File: config.mk
export PLATFORM = sky130hd
export DESIGN_NAME = mid_exec
export DESIGN_NICKNAME = d
export VERILOG_FILES = /design/src/pkg/mid_pkg.sv /design/src/mid_exec.sv
export VERILOG_INCLUDE_DIRS = /design/src /design/src/pkg
export SDC_FILE = /design/constraint.sdc
export NUM_CORES = 1
export LEC_CHECK = 0
export ABC_AREA = 1
export BUFFER_PORTS_ARGS = -buffer_cell sky130_fd_sc_hd__buf_2
export CAP_MARGIN = 20
export CELL_PAD_IN_SITES_DETAIL_PLACEMENT = 2
export CELL_PAD_IN_SITES_GLOBAL_PLACEMENT = 2
export CORE_ASPECT_RATIO = 1.5
export CORE_UTILIZATION = 30
export CTS_CLUSTER_SIZE = 25
export DETAILED_ROUTE_END_ITERATION = 6
export PLACE_DENSITY_LB_ADDON = 0.1
export SYNTH_ARGS = -nofsm -noshare
export SYNTH_HDL_FRONTEND = slang
export SYNTH_SLANG_ARGS = --single-unit
export TNS_END_PERCENT = 30
File: constraint.sdc
create_clock -name clk_sys -period 2.05 [get_ports clk_sys]
set_input_delay 0.1025 -clock clk_sys [delete_from_list [all_inputs] [get_ports clk_sys]]
set_output_delay 0.1025 -clock clk_sys [all_outputs]
set_load 0.02 [all_outputs]
File: src/pkg/mid_map.svh
// Constant map: register offsets, bit positions and reset values of the execution block
`ifndef MID_MAP_SVH
`define MID_MAP_SVH
// ****************************************
// Register offsets on the plain register port
// ****************************************
`define MID_REG_WORKING 3'h0
`define MID_REG_TBL_HIGH 3'h1
`define MID_REG_CONTROL 3'h2
`define MID_REG_STATUS 3'h3
`define MID_REG_PC_LOW 3'h4
`define MID_REG_PC_HIGH 3'h5
// ****************************************
// Field positions
// ****************************************
`define MID_CTRL_IRQ_EN_BIT 0
`define MID_STAT_NULL_BIT 0
`define MID_STAT_BUSY_BIT 1
`define MID_TBL_PC_MSB 1
// ****************************************
// Reset values and arithmetic constants
// ****************************************
`define MID_RST_BYTE 8'h00
`define MID_RST_PC 10'h000
`define MID_RST_IRQ_EN 1'b0
`define MID_RST_FILE_ADDR 6'h00
`define MID_ONE 8'h01
`define MID_DEST_FILE 1'b1
`endif

File: src/pkg/mid_pkg.sv
// Types shared by the execution block: operation codes and sequencing states
`default_nettype none
package mid_pkg;
  // Operations that this block executes
  typedef enum logic [2:0] {
    MID_NOP_OP = 3'h0,
    MID_SUB_ONE_OP = 3'h1,
    MID_ADD_ONE_OP = 3'h2,
    MID_ADD_ONE_SKIP_NULL_OP = 3'h3,
    MID_IRQ_GLOBAL_OFF_OP = 3'h4,
    MID_IRQ_GLOBAL_ON_OP = 3'h5,
    MID_JUMP_VIA_WORKING_REG_OP = 3'h6
  } mid_op_t;
  // Sequencer: one Gray step into the second cycle and back
  typedef enum logic {
    MID_ST_ISSUE = 1'b0,
    MID_ST_SECOND = 1'b1
  } mid_state_t;
endpackage
`default_nettype wire

File: src/mid_exec.sv
// Execution unit for step, skip, global interrupt enable and indirect jump operations
`timescale 1ns/1ps
`default_nettype none
`include "mid_map.svh"
// What this block does
// [RL1] Subtract one from file, route by destination bit
// [RL2] Add one to file, route by destination bit
// [RL3] Add-one-skip increments, routes, tests for zero
// [RL4] Zero result discards next fetch, two cycles
// [RL5] Global interrupt off clears enable, one cycle
// [RL6] Global interrupt on sets enable, one cycle
// [RL7] Jump loads PC from table pointer, working
// [RL8] Jump always branches, two cycles, no flags
// [RL9] Steps wrap modulo 256; null flag tracks zero
module mid_exec (
  input wire logic clk_sys,
  input wire logic resetn,
  input wire logic instr_valid, // Operation offered this cycle
  input wire mid_pkg::mid_op_t instr_op, // Which operation
  input wire logic instr_dest, // Destination bit: 0 working, 1 file
  input wire logic [5:0] file_addr, // Addressed file register
  input wire logic [7:0] file_data, // Current content of that register
  input wire logic [2:0] reg_addr,
  input wire logic [7:0] reg_wdata,
  input wire logic reg_wr,
  input wire logic reg_rd,
  output logic [7:0] reg_rdata,
  output logic instr_ready, // High when an operation may be taken
  output logic file_wr, // One-cycle write-back pulse
  output logic [5:0] file_wr_addr,
  output logic [7:0] file_wr_data,
  output logic fetch_discard, // One-cycle pulse: drop fetched word
  output logic pc_load, // One-cycle pulse: take pc_value
  output logic [9:0] pc_value,
  output logic global_irq_enable,
  output logic null_flag
);
  // ****************************************
  // Datapath helpers
  // ****************************************
  // Step by one, wrapping on the 8-bit path
  function automatic logic [7:0] mid_step(input logic [7:0] v, input logic up);
    mid_step = up ? v + `MID_ONE : v - `MID_ONE; // [RL9]
  endfunction

  logic [7:0] working_reg; // Accumulator
  logic [7:0] table_high_pointer; // Upper jump address source
  mid_pkg::mid_state_t state; // Sequencer state
  logic take; // Operation accepted this cycle
  logic is_step; // One of the three step operations
  logic [7:0] step_res; // Result of the step
  logic next_null; // Zero test of the step result

  assign take = instr_valid && instr_ready;
  assign is_step = (instr_op == mid_pkg::MID_SUB_ONE_OP) || (instr_op == mid_pkg::MID_ADD_ONE_OP) ||
                   (instr_op == mid_pkg::MID_ADD_ONE_SKIP_NULL_OP);
  assign step_res = mid_step(file_data, instr_op != mid_pkg::MID_SUB_ONE_OP); // [RL1] [RL2] [RL3]
  assign next_null = (step_res == `MID_RST_BYTE); // [RL9]

  // ****************************************
  // Sequencer
  // ****************************************
  // Two-cycle operations hold off the next issue for one cycle
  always_ff @(posedge clk_sys or negedge resetn) begin
    if (!resetn) begin
      state <= mid_pkg::MID_ST_ISSUE;
      instr_ready <= 1'b1;
    end else begin
      unique case (state)
        mid_pkg::MID_ST_ISSUE: begin
          if (take && ((instr_op == mid_pkg::MID_JUMP_VIA_WORKING_REG_OP) ||
              (instr_op == mid_pkg::MID_ADD_ONE_SKIP_NULL_OP && next_null))) begin
            state <= mid_pkg::MID_ST_SECOND; // [RL4] [RL8]
            instr_ready <= 1'b0;
          end
        end
        mid_pkg::MID_ST_SECOND: begin
          // Slot of the discarded word runs as a no-operation
          state <= mid_pkg::MID_ST_ISSUE;
          instr_ready <= 1'b1;
        end
      endcase
    end
  end

  // ****************************************
  // Program flow pulses
  // ****************************************
  // Discard and jump pulses appear in the cycle after issue
  always_ff @(posedge clk_sys or negedge resetn) begin
    if (!resetn) begin
      fetch_discard <= 1'b0;
      pc_load <= 1'b0;
      pc_value <= `MID_RST_PC;
    end else begin
      fetch_discard <= take && (instr_op == mid_pkg::MID_ADD_ONE_SKIP_NULL_OP) && next_null; // [RL4]
      pc_load <= take && (instr_op == mid_pkg::MID_JUMP_VIA_WORKING_REG_OP); // [RL8]
      if (take && instr_op == mid_pkg::MID_JUMP_VIA_WORKING_REG_OP) begin
        pc_value <= {table_high_pointer[`MID_TBL_PC_MSB:0], working_reg}; // [RL7]
      end
    end
  end

  // ****************************************
  // File register write-back
  // ****************************************
  // Destination bit 1 writes the step result back to the file
  always_ff @(posedge clk_sys or negedge resetn) begin
    if (!resetn) begin
      file_wr <= 1'b0;
      file_wr_addr <= `MID_RST_FILE_ADDR;
      file_wr_data <= `MID_RST_BYTE;
    end else begin
      file_wr <= take && is_step && (instr_dest == `MID_DEST_FILE); // [RL1] [RL2] [RL3]
      if (take && is_step) begin
        file_wr_addr <= file_addr;
        file_wr_data <= step_res;
      end
    end
  end

  // ****************************************
  // Working register and table pointer
  // ****************************************
  // An operation in the same cycle as a software write wins
  always_ff @(posedge clk_sys or negedge resetn) begin
    if (!resetn) begin
      working_reg <= `MID_RST_BYTE;
    end else if (take && is_step && (instr_dest != `MID_DEST_FILE)) begin
      working_reg <= step_res; // [RL1] [RL2] [RL3]
    end else if (reg_wr && reg_addr == `MID_REG_WORKING) begin
      working_reg <= reg_wdata;
    end
  end

  // Only software loads the table pointer
  always_ff @(posedge clk_sys or negedge resetn) begin
    if (!resetn) begin
      table_high_pointer <= `MID_RST_BYTE;
    end else if (reg_wr && reg_addr == `MID_REG_TBL_HIGH) begin
      table_high_pointer <= reg_wdata;
    end
  end

  // ****************************************
  // Flags
  // ****************************************
  // Null flag follows only the step operations; others leave it
  always_ff @(posedge clk_sys or negedge resetn) begin
    if (!resetn) begin
      null_flag <= 1'b0;
    end else if (take && is_step) begin
      null_flag <= next_null; // [RL9]
    end else if (reg_wr && reg_addr == `MID_REG_STATUS) begin
      null_flag <= reg_wdata[`MID_STAT_NULL_BIT];
    end
  end

  // Global enable: operations win over a software write
  always_ff @(posedge clk_sys or negedge resetn) begin
    if (!resetn) begin
      global_irq_enable <= `MID_RST_IRQ_EN;
    end else if (take && instr_op == mid_pkg::MID_IRQ_GLOBAL_OFF_OP) begin
      global_irq_enable <= 1'b0; // [RL5]
    end else if (take && instr_op == mid_pkg::MID_IRQ_GLOBAL_ON_OP) begin
      global_irq_enable <= 1'b1; // [RL6]
    end else if (reg_wr && reg_addr == `MID_REG_CONTROL) begin
      global_irq_enable <= reg_wdata[`MID_CTRL_IRQ_EN_BIT];
    end
  end

  // ****************************************
  // Register read port
  // ****************************************
  // Read data stands one cycle after the strobe, zero otherwise
  always_ff @(posedge clk_sys or negedge resetn) begin
    if (!resetn) begin
      reg_rdata <= `MID_RST_BYTE;
    end else if (reg_rd) begin
      unique case (reg_addr)
        `MID_REG_WORKING: reg_rdata <= working_reg;
        `MID_REG_TBL_HIGH: reg_rdata <= table_high_pointer;
        `MID_REG_CONTROL: reg_rdata <= {7'h00, global_irq_enable};
        `MID_REG_STATUS: reg_rdata <= {6'h00, !instr_ready, null_flag};
        `MID_REG_PC_LOW: reg_rdata <= pc_value[7:0];
        `MID_REG_PC_HIGH: reg_rdata <= {6'h00, pc_value[9:8]};
        default: reg_rdata <= `MID_RST_BYTE; // Unmapped reads zero
      endcase
    end else begin
      reg_rdata <= `MID_RST_BYTE;
    end
  end
endmodule
`default_nettype wire

### Word-level counts from Yosys, hierarchy flattened

Cells that the tools add are included.

| word-level totals | value |
|---|---|
| output and inout bits | 38 |
| word-level logic and storage cells | 68 |
| bits of input ports | 34 |
| bits in registers | 55 |

| operators by class | value |
|---|---|
| bitwise gates (word level) | 2 |
| equal/unequal tests | 13 |
| muxes and demuxes | 14 |
| reductions and logical operators | 24 |
| $add $sub $neg | 2 |

Operators with widths:

| cell | number |
|---|---|
| $pmux W8 S6 | 1 |
| $mux W8 | 4 |
| $eq A3 B3 Y1 const B | 5 |
| $logic_and A1 B1 Y1 | 15 |
| $eq A3 B2 Y1 const B | 4 |
| $add A8 B1 Y8 const B | 1 |
| $logic_not A8 Y1 | 1 |
| $sub A8 B1 Y8 const B | 1 |
| $mux W1 | 7 |
| $eq A3 B1 Y1 const B | 2 |
| $pmux W1 S2 | 2 |
| $reduce_bool A2 Y1 | 2 |
| $logic_not A3 Y1 | 1 |
| $logic_or A1 B1 Y1 | 3 |
| $ne A3 B1 Y1 const B | 1 |
| $reduce_bool A3 Y1 | 1 |
| $ne A2 B2 Y1 const B | 1 |
| $not A1 Y1 | 2 |
| $logic_not A1 Y1 | 1 |

### Longest topological paths before layout

| logic depth | value |
|---|---|
| depth in word-level cells | 8 |
| depth in mapped cells | 17 |
| depth with buffers taken out | 17 |

### Worst setup path after synthesis

Ideal clock, no wire load.

| timing path | value |
|---|---|
| path kind | reg2reg |
| start point | register instr_ready |
| end point | register working_reg[0] |
| data arrival time | 1,657 ps |
| setup slack | 273 ps |
| stages on the path, launching flop included | 10 |
| data required time | 1,930 ps |
| library setup time | 120 ps |
| path buffers | 0 |
| period minus slack after synthesis | 1,777 ps |
| cell sequence | dfstp_2 nand2_1 nor3_4 inv_2 nor2_4 inv_2 nand2_2 o211ai_1 o21ai_0 inv_1 |

| on the way | value |
|---|---|
| word-level cells in the longest chain between the ends | 4 |
| elaborated cells on any way between the ends | 5 |
| classes of those cells | mux (1); reduce/logical (4) |

Ends and longest elaborated chain:

| what | RTL line | source |
|---|---|---|
| from (decl) | mid_exec.sv:28 | `output logic instr_ready,` |
| from (signal assigned) | mid_exec.sv:67 | `instr_ready <= 1'b1;` |
| from (signal assigned) | mid_exec.sv:74 | `instr_ready <= 1'b0;` |
| from (signal assigned) | mid_exec.sv:80 | `instr_ready <= 1'b1;` |
| $logic_and A1 B1 Y1 * | mid_exec.sv:54 | `assign take = instr_valid && instr_ready;` |
| $logic_and A1 B1 Y1 * (2 in series) | mid_exec.sv:129 | `` end else if (take && is_step && (instr_dest != `MID_DEST_FILE)) begin `` |
| $mux W8 or $reduce_bool A2 Y1 (tied branches) | - |  |
| to (signal assigned) | mid_exec.sv:128 | `` working_reg <= `MID_RST_BYTE; `` |
| to (signal assigned) | mid_exec.sv:130 | `working_reg <= step_res;` |
| to (signal assigned) | mid_exec.sv:132 | `working_reg <= reg_wdata;` |
| to (decl) | mid_exec.sv:46 | `logic [7:0] working_reg;` |

Every way passes the cells marked *; elsewhere a longest branch is shown, timed or not.
A chain may end at the register's enable or synchronous reset.

### Final worst setup path

Ends and elaborated chain as after synthesis.

==> impl_results.md <==
- Worst Skew: around 4.4 ps
- Input/output buffers: slightly above 70
- Fmax: approximately 590 MHz
- Site Rows: 43
- Clock transition at the registers of the reported paths: about 70 ps
- Die ar.: slightly below 0.01 mm^2
- Synthesized area: 0.002840 mm^2
- WP data required: about 2200 ps
- Most used DFF post-synth: dfrtp_1
- Final WL: roughly 8600 um
- Starting density of the core: between 30% and 40%
- Max-slew headroom: between 50% and 60%
- Final setup violation count: 0
- Final-stage net count: approximately 460
- Share of cells above drive strength 1: between 30% and 40%
- Vias in the first global route: around 2800
- CTS tree: yes
- Post-route DRC: 0
- Pwr dens: just over 900 mW/mm^2
- Crit-path cells: nand2_1, nor3_4, inv_2, nor2_4, inv_2, nand2_2, o211ai_1, o21ai_0, inv_1
- Post-CTS setup buffer count: 0
- Clock root buffer: clkbuf_16
- Warnings, synthesis: 0
- Cell Area, Placed: ~0.0034 mm^2
- H-tree Lvls: 2
- First-pass GRT wire length: about 14000 um
- Tot GR Track Use: between 10% and 20%
- Largest reg by FF count: pc_value
- Layout area overhead: 25.55%
- Post-route worst setup slack: ~350 ps
- Critical Path Max Stage Delay: around 550 ps
- IR drop worst, VDD: approximately 0.00049 V
- Largest net degree at the start of global routing: 36
- Worst-Margin Slew: slightly below 700 ps
- ANT cells: 0
- Status: finished, final reports clean
- Place WS: about 100 ps
- Chip height: between 100 and 150 um
- Post-synthesis cell count: ~350
- Syn nets: 380
- Largest register FFs: 10
- Antenna Nets Post-Route: 0
- Design Area, Final: ~0.0036 mm^2
- Initial antenna violation count: 0
- Post-route clock period utilization: 82.92%
- Hold Crit Class: in2reg
- Crit path arrival time: 1880 ps
- Leak: 1.911 nW
- Number of flops mapped to enable cells by yosys: 0
- Clk_lat worst skew: 290 ps
- Max Cap Viol: 0
- Chip Width: ~81 um
- Num CTS Buffers: 5
- Commonest non-fill, non-tap cells in the layout: 99 x nand2_1, 71 x buf_2, 54 x dfrtp_1
- Synth Area per Inst: between 8 and 9 um^2
- Clk sinks: 55
- DR WL/cell: 15.94 um
- Unrepaired setup endpoints after global routing: no
- Core box area: 0.009200 mm^2
- CP most frequent cell: inv_2
- Most common cell after layout, fill and taps aside: nand2_1
- Min Clock Period, post-route: approximately 1700 ps
- Synth cell types: 39
- Critical Path End Type: flip-flop
- Slew Limit Fails: 0
- Via-per-instance ratio: 4.807
- Clock Path Buffers: 2
- Finished Layout Cells: around 540
- GP Congestion: a little over 0.8
- FF+latch count, synth: 55
- Number of fill cells: 1104
- Seq/Total Area, Yosys: a little under 50%
- Worst-path fanout max: 10
- Routed via count: 2591
- CP Class: reg2reg
- Final hold viol count: 0
- Cts repair resizes: 0
- Slowest CP cell: dfstp_2
- TritonRoute pass-1 iters: 4
- Placed Cells: 530
- CP Launch Type: flip-flop
- Ys async rst share: between 90% and 100%
- Hpwl dp: 6983 um
- DRT iter0 DRCs: 79
- IO Pins: 72
- GRT overflow: 0
- Fin Setup TNS: 0 ps
cell usage after synthesis (2+ instances only):
cell / instances / area share, %
nand2_1: 99 / 13
dfrtp_1: 54 / 48
inv_1: 47 / 6.2
o21ai_0: 33 / 5.8
nor2_1: 17 / 2.2
nand2_2: 13 / 2.9
nand3_1: 8 / 1.4
o211ai_1: 8 / 2.1
nand3_2: 7 / 2.5
a31oi_1: 5 / 1.1
clkbuf_1: 5 / 0.66
inv_2: 5 / 0.66
a21oi_1: 4 / 0.70
nor2_2: 4 / 0.88
nor3_1: 4 / 0.70
nand4_1: 3 / 0.66
a41o_2: 2 / 0.79
inv_4: 2 / 0.44
mux2_2: 2 / 0.79
nand2_4: 2 / 0.79
nor2_4: 2 / 0.79
o22ai_1: 2 / 0.44
where the power goes:
group | leakage (nW) | internal (mW) | switching (mW)
combinational | 1.14 | 0.290 | 0.571
clock | 0.0868 | 0.609 | 0.397
sequential | 0.684 | 1.30 | 0.117
final timing paths:
| kind | cells after the start | end | slack, ps | start |
|---|---|---|---|---|
| hold reg to reg | 1 | state$_DFF_PN0_ | 430 | state$_DFF_PN0_ |
| max in group asynchronous | 3 | pc_value[6]$_DFFE_PN0P_ | 1150 | resetn |
| setup reg to reg | 9 | working_reg[0]$_DFFE_PN0P_ | 350 | instr_ready$_DFFE_PN1P_ |
| setup / recovery | 9 | working_reg[0]$_DFFE_PN0P_ | 350 | instr_ready$_DFFE_PN1P_ |
| hold / removal | 3 | file_wr_addr[3]$_DFFE_PN0P_ | 6 | file_addr[3] |
| min in group asynchronous | 2 | pc_load$_DFF_PN0_ | 320 | resetn |
timing repair:
| action | CTS | global route |
|---|---|---|
| hold buffers | 1 | 0 |
| endpoints found under the hold margin | 19 | 0 |
| setup endpoints to repair | 0 | 0 |
final cells by class:
cell class	count	area, um^2	share of cell area, %
flip-flops and latches	55	1378	38.63
clock inverters	2	35.03	0.9825
inverters	54	207.7	5.825
multi-input cells	230	1229	34.46
repair buffers	80	437.9	12.28
clock buffers	6	138.9	3.895
well taps	112	140.1	3.930
cells by family (layout without fill, tap and decap cells):
logic type,count (synthesis),count (layout),synth area share [%]
compound gates,63,63,14.05
fa+ha+maj,1,1,0.4405
mux,2,2,0.7929
simple gates,162,162,27.36
xor+xnor,2,2,0.6169
flops,55,55,48.50
buf+inv,60,142,8.238
metal layers:
metal	vias up	GRT usage [%]	wire length (um)
li1	1262	-	-
met1	1281	20.38	3148
met2	41	37.76	5083
met3	7	2.857	210
met4	0	6.138	148
met5	-	0	0
metrics by stage:
step	total power [mW]	hold slack [ps]	util, %
finish	3.281	5.750	38.76
global route	3.489	9.180	38.76
CTS	3.337	1.029	38.76
detailed placement	2.313	115.8	36.76
global placement	2.272	113.8	36.76
floorplan	1.943	-193.1	-
critical path: cells and delay by family (launching register included):
kind / cells / cell delay, ps
buffers and inverters: 3 / 230
flip-flops: 1 / 550
AND/OR/NAND/NOR: 4 / 590
AO/OA/AOI/OAI: 2 / 210
Power figures use the tool's default switching activity.
